## config.mk

```make
export PLATFORM = sky130hd
export DESIGN_NAME = prs_ref_switch_ctrl
export DESIGN_NICKNAME = d
export VERILOG_FILES = /design/src/prs_pkg.sv /design/src/prs_ref_switch_ctrl.sv
export VERILOG_INCLUDE_DIRS = /design/src
export SDC_FILE = /design/constraint.sdc
export NUM_CORES = 1
export LEC_CHECK = 0
export BUFFER_PORTS_ARGS = -buffer_cell sky130_fd_sc_hd__buf_2
export CAP_MARGIN = 20
export CORE_UTILIZATION = 53
export DETAILED_ROUTE_END_ITERATION = 10
export PLACE_DENSITY = 0.78
export SLEW_MARGIN = 20
export SYNTH_ARGS = -nofsm -noshare
export SYNTH_HDL_FRONTEND = slang
export SYNTH_SLANG_ARGS = --single-unit
```

## constraint.sdc

```tcl
create_clock -name i_mclk -period 2.7 [get_ports i_mclk]
set_clock_uncertainty 0.15 [all_clocks]
set_input_delay 0.135 -clock i_mclk [delete_from_list [all_inputs] [get_ports i_mclk]]
set_output_delay 0.135 -clock i_mclk [all_outputs]
set_load 0.01 [all_outputs]
```

## src/prs_consts.svh

```systemverilog
// Register offsets, field positions and reset values of the reference switch control
`ifndef PRS_CONSTS_SVH
`define PRS_CONSTS_SVH

// Register offsets
`define PRS_ADDR_REF_CTRL 10'h01C
`define PRS_ADDR_HOLD_CTRL 10'h01D
`define PRS_ADDR_PLL_STATUS 10'h01F

// Reset values
`define PRS_REF_CTRL_RST 8'h00
`define PRS_HOLD_CTRL_RST 8'h00
`define PRS_UNMAPPED_RDATA 8'h00

// Reference switch control fields
`define PRS_RC_NO_DEGLITCH 7
`define PRS_RC_SEL_SECONDARY 6
`define PRS_RC_USE_PIN 5
`define PRS_RC_AUTO 4
`define PRS_RC_STAY_SECONDARY 3
`define PRS_RC_SEC_POWER 2
`define PRS_RC_PRI_POWER 1
`define PRS_RC_DIFFERENTIAL 0

// Holdover control fields
`define PRS_HC_STATUS_OFF 4
`define PRS_HC_LOCK_CMP_EN 3
`define PRS_HC_HOLD_EN_B 2
`define PRS_HC_EXTERNAL 1
`define PRS_HC_HOLD_EN_A 0

// Status fields
`define PRS_ST_CAL_DONE 6
`define PRS_ST_HOLDOVER 5
`define PRS_ST_SECONDARY 4
`define PRS_ST_VCO_ABOVE 3
`define PRS_ST_SEC_ABOVE 2
`define PRS_ST_PRI_ABOVE 1
`define PRS_ST_DIG_LOCK 0

`endif

```

## src/prs_pkg.sv

```systemverilog
// Types of the reference switch and holdover control block
`default_nettype none
package prs_pkg;

   // Reference change sequencing
   typedef enum logic [1:0] {
      PRS_SW_RUN,
      PRS_SW_DRAIN_OLD,
      PRS_SW_WAIT_NEW
   } prs_sw_state_t;

   // Automatic holdover controller
   typedef enum logic {
      PRS_HO_TRACK,
      PRS_HO_HOLD
   } prs_ho_state_t;

   // Whole state of the block
   typedef struct packed {
      logic [7:0] ref_ctrl;
      logic [7:0] hold_ctrl;
      logic [11:0] sync1;
      logic [11:0] sync2;
      logic sel;
      logic tgt;
      logic ref_out;
      logic holdover;
      prs_sw_state_t sw;
      prs_ho_state_t ho;
      logic [7:0] rdata;
   } prs_state_t;

endpackage
`default_nettype wire

```

## src/prs_ref_switch_ctrl.sv

```systemverilog
// Reference selection, switchover, holdover control and status registers of the PLL front end
//
// Function
// - Control bit 7 set disables switchover deglitching.
// - Manual register mode: bit 6 picks reference.
// - Manual mode: bit 5 picks register or pin.
// - Bit 4 selects automatic switchover, single-ended only.
// - Bit 3 clear returns to primary when good.
// - Manual mode: bits 2,1 power secondary, primary.
// - Bit 0 selects differential, forcing primary path.
// - Holdover bit 4 blanks the status readback.
// - Comparator off means lock input treated high.
// - Comparator on: lock pin says previously locked.
// - Holdover needs both bit 2 and bit 0.
// - Bit 1 hands holdover to sync pin.
// - Status bit 6 shows calibration finished.
// - Status bit 5 shows holdover state active.
// - Status bit 4 shows secondary driving PLL.
// - Status bit 3 shows VCO above threshold.
// - Status bit 0 shows digital lock detect.
// - Status bit 2 shows secondary above threshold.
`include "prs_consts.svh"
`default_nettype none

module prs_ref_switch_ctrl #(
   parameter int ADDR_W = 10
) (
   input wire logic i_mclk,
   input wire logic i_rst,
   // Register port
   input wire logic [ADDR_W-1:0] i_addr,
   input wire logic [7:0] i_wdata,
   input wire logic i_wr,
   input wire logic i_rd,
   output logic [7:0] o_rdata,
   // Reference clocks and pins
   input wire logic i_primary_reference,
   input wire logic i_secondary_reference,
   input wire logic i_ref_select_pin,
   input wire logic i_lock_indicator_pin,
   input wire logic i_sync_n,
   // Monitor and PLL status levels
   input wire logic i_pri_status_good,
   input wire logic i_sec_status_good,
   input wire logic i_pri_above_thr,
   input wire logic i_sec_above_thr,
   input wire logic i_vco_above_thr,
   input wire logic i_vco_cal_done,
   input wire logic i_dig_lock,
   // Outputs to the PLL front end
   output logic o_ref_to_pll,
   output logic o_secondary_selected,
   output logic o_holdover,
   output logic o_pri_power,
   output logic o_sec_power,
   output logic o_differential
);

   ////////////////////////////////////////////////////////////////////////////
   // Synchroniser bit positions

   localparam int S_PRI_CLK = 0;
   localparam int S_SEC_CLK = 1;
   localparam int S_SEL_PIN = 2;
   localparam int S_LOCK_PIN = 3;
   localparam int S_SYNC_N = 4;
   localparam int S_PRI_GOOD = 5;
   localparam int S_SEC_GOOD = 6;
   localparam int S_PRI_ABOVE = 7;
   localparam int S_SEC_ABOVE = 8;
   localparam int S_VCO_ABOVE = 9;
   localparam int S_CAL_DONE = 10;
   localparam int S_DIG_LOCK = 11;

   ////////////////////////////////////////////////////////////////////////////
   // State

   prs_pkg::prs_state_t r_q;
   prs_pkg::prs_state_t r_d;
   logic [11:0] pins;

   // Gather the asynchronous inputs into one vector
   assign pins = {i_dig_lock, i_vco_cal_done, i_vco_above_thr, i_sec_above_thr,
                  i_pri_above_thr, i_sec_status_good, i_pri_status_good, i_sync_n,
                  i_lock_indicator_pin, i_ref_select_pin, i_secondary_reference,
                  i_primary_reference};

   ////////////////////////////////////////////////////////////////////////////
   // Functions

   // Address match against a register offset
   function automatic logic hit(input logic [ADDR_W-1:0] a, input logic [9:0] off);
      hit = (a == ADDR_W'(off));
   endfunction

   // Reference the PLL should be fed from; 1 means secondary
   function automatic logic pick_target(input logic [7:0] rc, input logic cur,
                                        input logic pin, input logic pri_good);
      logic t;
      t = cur;
      if (rc[`PRS_RC_DIFFERENTIAL]) begin
         t = 1'b0;
      end else if (rc[`PRS_RC_AUTO]) begin
         if (!cur) begin
            t = !pri_good;
         end else begin
            t = !(pri_good && !rc[`PRS_RC_STAY_SECONDARY]);
         end
      end else if (rc[`PRS_RC_USE_PIN]) begin
         t = pin;
      end else begin
         t = rc[`PRS_RC_SEL_SECONDARY];
      end
      pick_target = t;
   endfunction

   // Level of one of the two reference clocks after synchronising
   function automatic logic ref_level(input logic [11:0] s, input logic which);
      ref_level = which ? s[S_SEC_CLK] : s[S_PRI_CLK];
   endfunction

   ////////////////////////////////////////////////////////////////////////////
   // Next state

   logic want;
   logic hold_en;
   logic lock_ok;
   logic sel_good;
   logic [7:0] status;

   always_comb begin
      r_d = r_q;
      want = 1'b0;
      hold_en = 1'b0;
      lock_ok = 1'b0;
      sel_good = 1'b0;
      status = 8'h00;

      // Two flip-flops on every outside level
      r_d.sync1 = pins;
      r_d.sync2 = r_q.sync1;

      // Register writes
      if (i_wr) begin
         if (hit(i_addr, `PRS_ADDR_REF_CTRL)) begin
            r_d.ref_ctrl = i_wdata;
         end else if (hit(i_addr, `PRS_ADDR_HOLD_CTRL)) begin
            r_d.hold_ctrl = i_wdata;
         end
      end

      // Reference change sequencer
      want = pick_target(r_q.ref_ctrl, r_q.sel, r_q.sync2[S_SEL_PIN],
                         r_q.sync2[S_PRI_GOOD]);
      case (r_q.sw)
         prs_pkg::PRS_SW_RUN: begin
            r_d.ref_out = ref_level(r_q.sync2, r_q.sel);
            if (want != r_q.sel) begin
               if (r_q.ref_ctrl[`PRS_RC_NO_DEGLITCH]) begin
                  r_d.sel = want;
                  r_d.ref_out = ref_level(r_q.sync2, want);
               end else begin
                  r_d.tgt = want;
                  r_d.sw = prs_pkg::PRS_SW_DRAIN_OLD;
               end
            end
         end
         prs_pkg::PRS_SW_DRAIN_OLD: begin
            // Let the old high phase finish, then hold low
            r_d.ref_out = r_q.ref_out && ref_level(r_q.sync2, r_q.sel);
            if (!ref_level(r_q.sync2, r_q.sel)) begin
               r_d.ref_out = 1'b0;
               r_d.sw = prs_pkg::PRS_SW_WAIT_NEW;
            end
         end
         prs_pkg::PRS_SW_WAIT_NEW: begin
            // Join the new clock only while it is low
            r_d.ref_out = 1'b0;
            if (!ref_level(r_q.sync2, r_q.tgt)) begin
               r_d.sel = r_q.tgt;
               r_d.sw = prs_pkg::PRS_SW_RUN;
            end
         end
         default: begin
            r_d.sw = prs_pkg::PRS_SW_RUN;
         end
      endcase

      // Holdover control
      hold_en = r_q.hold_ctrl[`PRS_HC_HOLD_EN_B] && r_q.hold_ctrl[`PRS_HC_HOLD_EN_A];
      lock_ok = r_q.hold_ctrl[`PRS_HC_LOCK_CMP_EN] ? r_q.sync2[S_LOCK_PIN] : 1'b1;
      sel_good = r_q.sel ? r_q.sync2[S_SEC_GOOD] : r_q.sync2[S_PRI_GOOD];
      if (!hold_en) begin
         r_d.ho = prs_pkg::PRS_HO_TRACK;
         r_d.holdover = 1'b0;
      end else if (r_q.hold_ctrl[`PRS_HC_EXTERNAL]) begin
         r_d.ho = prs_pkg::PRS_HO_TRACK;
         r_d.holdover = !r_q.sync2[S_SYNC_N];
      end else begin
         case (r_q.ho)
            prs_pkg::PRS_HO_TRACK: begin
               if (!sel_good && lock_ok) begin
                  r_d.ho = prs_pkg::PRS_HO_HOLD;
               end
            end
            prs_pkg::PRS_HO_HOLD: begin
               if (sel_good) begin
                  r_d.ho = prs_pkg::PRS_HO_TRACK;
               end
            end
            default: begin
               r_d.ho = prs_pkg::PRS_HO_TRACK;
            end
         endcase
         r_d.holdover = (r_d.ho == prs_pkg::PRS_HO_HOLD);
      end

      // Status word
      status[`PRS_ST_CAL_DONE] = r_q.sync2[S_CAL_DONE];
      status[`PRS_ST_HOLDOVER] = r_q.holdover;
      status[`PRS_ST_SECONDARY] = r_q.sel;
      status[`PRS_ST_VCO_ABOVE] = r_q.sync2[S_VCO_ABOVE];
      status[`PRS_ST_SEC_ABOVE] = r_q.sync2[S_SEC_ABOVE];
      status[`PRS_ST_PRI_ABOVE] = r_q.sync2[S_PRI_ABOVE];
      status[`PRS_ST_DIG_LOCK] = r_q.sync2[S_DIG_LOCK];

      // Read data stands only in the cycle after the read strobe
      r_d.rdata = `PRS_UNMAPPED_RDATA;
      if (i_rd) begin
         if (hit(i_addr, `PRS_ADDR_REF_CTRL)) begin
            r_d.rdata = r_q.ref_ctrl;
         end else if (hit(i_addr, `PRS_ADDR_HOLD_CTRL)) begin
            r_d.rdata = r_q.hold_ctrl;
         end else if (hit(i_addr, `PRS_ADDR_PLL_STATUS)) begin
            if (!r_q.hold_ctrl[`PRS_HC_STATUS_OFF]) begin
               r_d.rdata = status;
            end
         end
      end
   end

   ////////////////////////////////////////////////////////////////////////////
   // State register

   always_ff @(posedge i_mclk or posedge i_rst) begin
      if (i_rst) begin
         r_q.ref_ctrl <= `PRS_REF_CTRL_RST;
         r_q.hold_ctrl <= `PRS_HOLD_CTRL_RST;
         r_q.sync1 <= 12'h000;
         r_q.sync2 <= 12'h000;
         r_q.sel <= 1'b0;
         r_q.tgt <= 1'b0;
         r_q.ref_out <= 1'b0;
         r_q.holdover <= 1'b0;
         r_q.sw <= prs_pkg::PRS_SW_RUN;
         r_q.ho <= prs_pkg::PRS_HO_TRACK;
         r_q.rdata <= 8'h00;
      end else begin
         r_q <= r_d;
      end
   end

   ////////////////////////////////////////////////////////////////////////////
   // Outputs

   // Power: automatic mode keeps both inputs alive for monitoring
   assign o_pri_power = r_q.ref_ctrl[`PRS_RC_AUTO] || r_q.ref_ctrl[`PRS_RC_PRI_POWER];
   assign o_sec_power = r_q.ref_ctrl[`PRS_RC_AUTO] || r_q.ref_ctrl[`PRS_RC_SEC_POWER];
   assign o_differential = r_q.ref_ctrl[`PRS_RC_DIFFERENTIAL];
   assign o_ref_to_pll = r_q.ref_out;
   assign o_secondary_selected = r_q.sel;
   assign o_holdover = r_q.holdover;
   assign o_rdata = r_q.rdata;

endmodule
`default_nettype wire

```

==> results.yml <==
grt:
  grt_pass1_vias: 1375
  grt_overflow: 0
  grt_first_pass_wirelength_microns: 6470
  grt.total_usage: 0.204
  grt_max_degree: 56
  antenna_found_initial: 0
pwr:
  leakage_nw: 1.40
  peakVddDrop_v: 0.000405
  p_per_area_nw_per_um2: 615
critical_path:
  rr_startpoint: "r_q[51]"
  crit_fanout: 6
  worstPathArrival_ns: 2.54
  cp_data_required_time_ns: 2.77
  rrSetupSlack_ns: 0.23
  critPathKind: "flip-flop to flip-flop"
  start_kind: "flip-flop"
  crit_path_start: "r_q[51]"
  r2r_cells: 6
  end_kind: "flip-flop"
  reg2reg_to: "o_ref_to_pll"
clocking:
  postCtsSetupBuffers: 0
  cts_made_buffers: 5
  clock_path_buffers: 2
  tritoncts: "built"
  clock_sinks: 55
  cts_max_level: 2
  clkTransAtPathRegs_ns: 0.10
  root_buffer: "clkbuf_8"
  clk_latency_ns: 0.31
final_layout:
  drive_gt1_frac: 0.345
  final_nets: 279
  syn2layout_area_growth_pct: 23.3
  fillCellCount: 287
  ff_latch_area_sq_um: 1380
  multiInputGateArea_sq_um: 797
  antennaDiodeCount: 0
  finalInstanceArea_sq_um: 2800
synth:
  yosysTopAreaCell: "dfrtp_1"
  yosysWarnings: 0
  synthTopCellsByCount: "dfrtp_1 (55), mux2_2 (20), a21oi_1 (14)"
  synthFlopType: "dfrtp_1"
  syn_nets: 214
  synth-seq-cells: 55
  synth_edf_count: 0
  synth_most_common_cell: "dfrtp_1"
  synthCells: 173
  yosys.area.top_type_share: 0.606
  syn_area_sq_um: 2270
  ys_async_sr_fraction: 1.00
  synth_area_leaders: "dfrtp_1 (61%), mux2_2 (9.9%), ha_1 (3.9%), a21oi_1 (3.1%), mux2i_1 (3.1%)"
  seq_area_frac_synth: 0.606
  yosysUniqueCellTypes: 29
  avgSynthCellArea_sq_um: 13.1
floorplanning:
  coreArea_sq_um: 4060
  initial_core_util: 0.560
  die_x_microns: 67.5
  die_h_microns: 67.5
  dieArea_sq_um: 4550
  io-pin-count: 48
  rows: 23
placement:
  port_buffers: 47
  dp_hpwl_microns: 2720
  gp_congestion: 0.824
  placedInstanceArea_sq_um: 2500
hold_path:
  hold_class: "input pin to flip-flop"
  hp-start: "i_addr[1]"
  hold_end: "o_rdata[7]"
  hold_depth: 2
detailed_routing:
  drtAntennaViolNets: 0
  drt_iter0_drc: 79
  routed_via_density: 5.08
  post_drt_wl_per_cell_microns: 13.8
  drt-pass1-iter-count: 4
  drc: 0
  vias: 1464
  wl_microns: 3970
timing:
  final-hold-violation-count: 0
  worstMarginPinSlew_ns: 0.656
  slew_viol_final: 0
  slew_headroom: 0.563
  tns_ns: 0
  period_needed_ns: 2.47
  period_share: 0.913
  fmax_mhz: 405
  setup_viol: 0
  rsz0062_at_grt: "no"
status:
  status: "completed"
job:
  maxCapViolations: 0
registers in the layout (all words and copies together), names as in the netlist:
| signal | cells |
|---|---|
| o_secondary_selected | 1 |
| o_rdata | 8 |
| r_q | 31 |
| o_holdover | 1 |
| r_d | 12 |
| o_ref_to_pll | 1 |
| o_differential | 1 |
area by class of cell:
| cell class | instances | share of cell area |
|---|---|---|
| sequential | 55 | 0.491 |
| clock buffer | 5 | 0.0246 |
| multi-input combinational | 100 | 0.285 |
| tap | 50 | 0.0223 |
| timing repair buffer | 69 | 0.162 |
| clock inverter | 2 | 0.00625 |
| inverter | 7 | 0.00938 |
per-stage QoR:
step	setup WS [ns]	hold WS, ns	util	total power, mW	cells
floorplan	0.408	0.0164	-	1.17	173
global route	0.0739	0.0435	0.690	1.82	288
detailed placement	0.273	0.0949	0.617	1.27	260
CTS	0.289	0.0244	0.690	1.74	288
finish	0.234	0.0219	0.690	1.72	288
global placement	0.418	0.0925	0.617	1.26	260
per-layer routing:
layer	vias to the layer above	GRT usage	routed length, microns
met5	-	0	0
met4	0	0.0957	79
met3	8	0.0473	204
met2	52	0.293	1770
met1	693	0.291	1910
li1	711	-	-
layout by cell type, fill, tap and decap left out, types with 2 or more instances in the layout:
master,instances
dfrtp_1,55
mux2_2,20
mux2i_1,7
nor3_1,2
clkbuf_8,5
nand2_1,11
ha_1,7
nor2b_1,7
o21ai_0,2
a221oi_1,2
or2_2,2
inv_1,6
a21oi_1,14
nor3b_1,2
nand4b_1,2
dlygate4sd3_1,21
nor2_1,5
nand2b_1,7
buf_2,47
power by group:
part / total [mW] / switching (mW) / internal (mW) / leakage [nW]
combinational: 0.352 / 0.170 / 0.182 / 0.649
sequential: 0.926 / 0.0488 / 0.877 / 0.706
clock: 0.446 / 0.263 / 0.183 / 0.0446
how the worst max path moves through the flow:
stage / endpoint / slack, ns / depth (start not counted)
final: o_ref_to_pll / 0.23 / 6
after global routing: o_ref_to_pll / 0.07 / 6
after CTS: o_ref_to_pll / 0.29 / 6
after detailed placement: o_ref_to_pll / 0.27 / 6
after global placement: o_ref_to_pll / 0.42 / 6
after floorplan: o_ref_to_pll / 0.41 / 7
cell families (layout without fill, tap and decap cells):
logic type,count (synthesis),count (layout),share of synthesized area
DFF,55,55,0.606
and+or+nand+nor,43,43,0.120
muxes,27,27,0.130
AOI/OAI and AO/OA,23,23,0.0622
buffers and inverters,18,83,0.0435
adders and majority gates,7,7,0.0385
timing repair:
action / CTS / global route
hold buffers: 21 / 0
gates resized for setup: 0 / 0
endpoints found under the hold margin: 83 / 0
worst max-delay path: stages (launching register included):
cell and delay, ns:
dfrtp_1 0.43, and2_1 0.15, a221oi_1 0.51, ha_1 0.37, nand2b_1 0.20, a211o_1 0.31, o31ai_1 0.24
No activity file was read; power rests on OpenSTA's default activity.
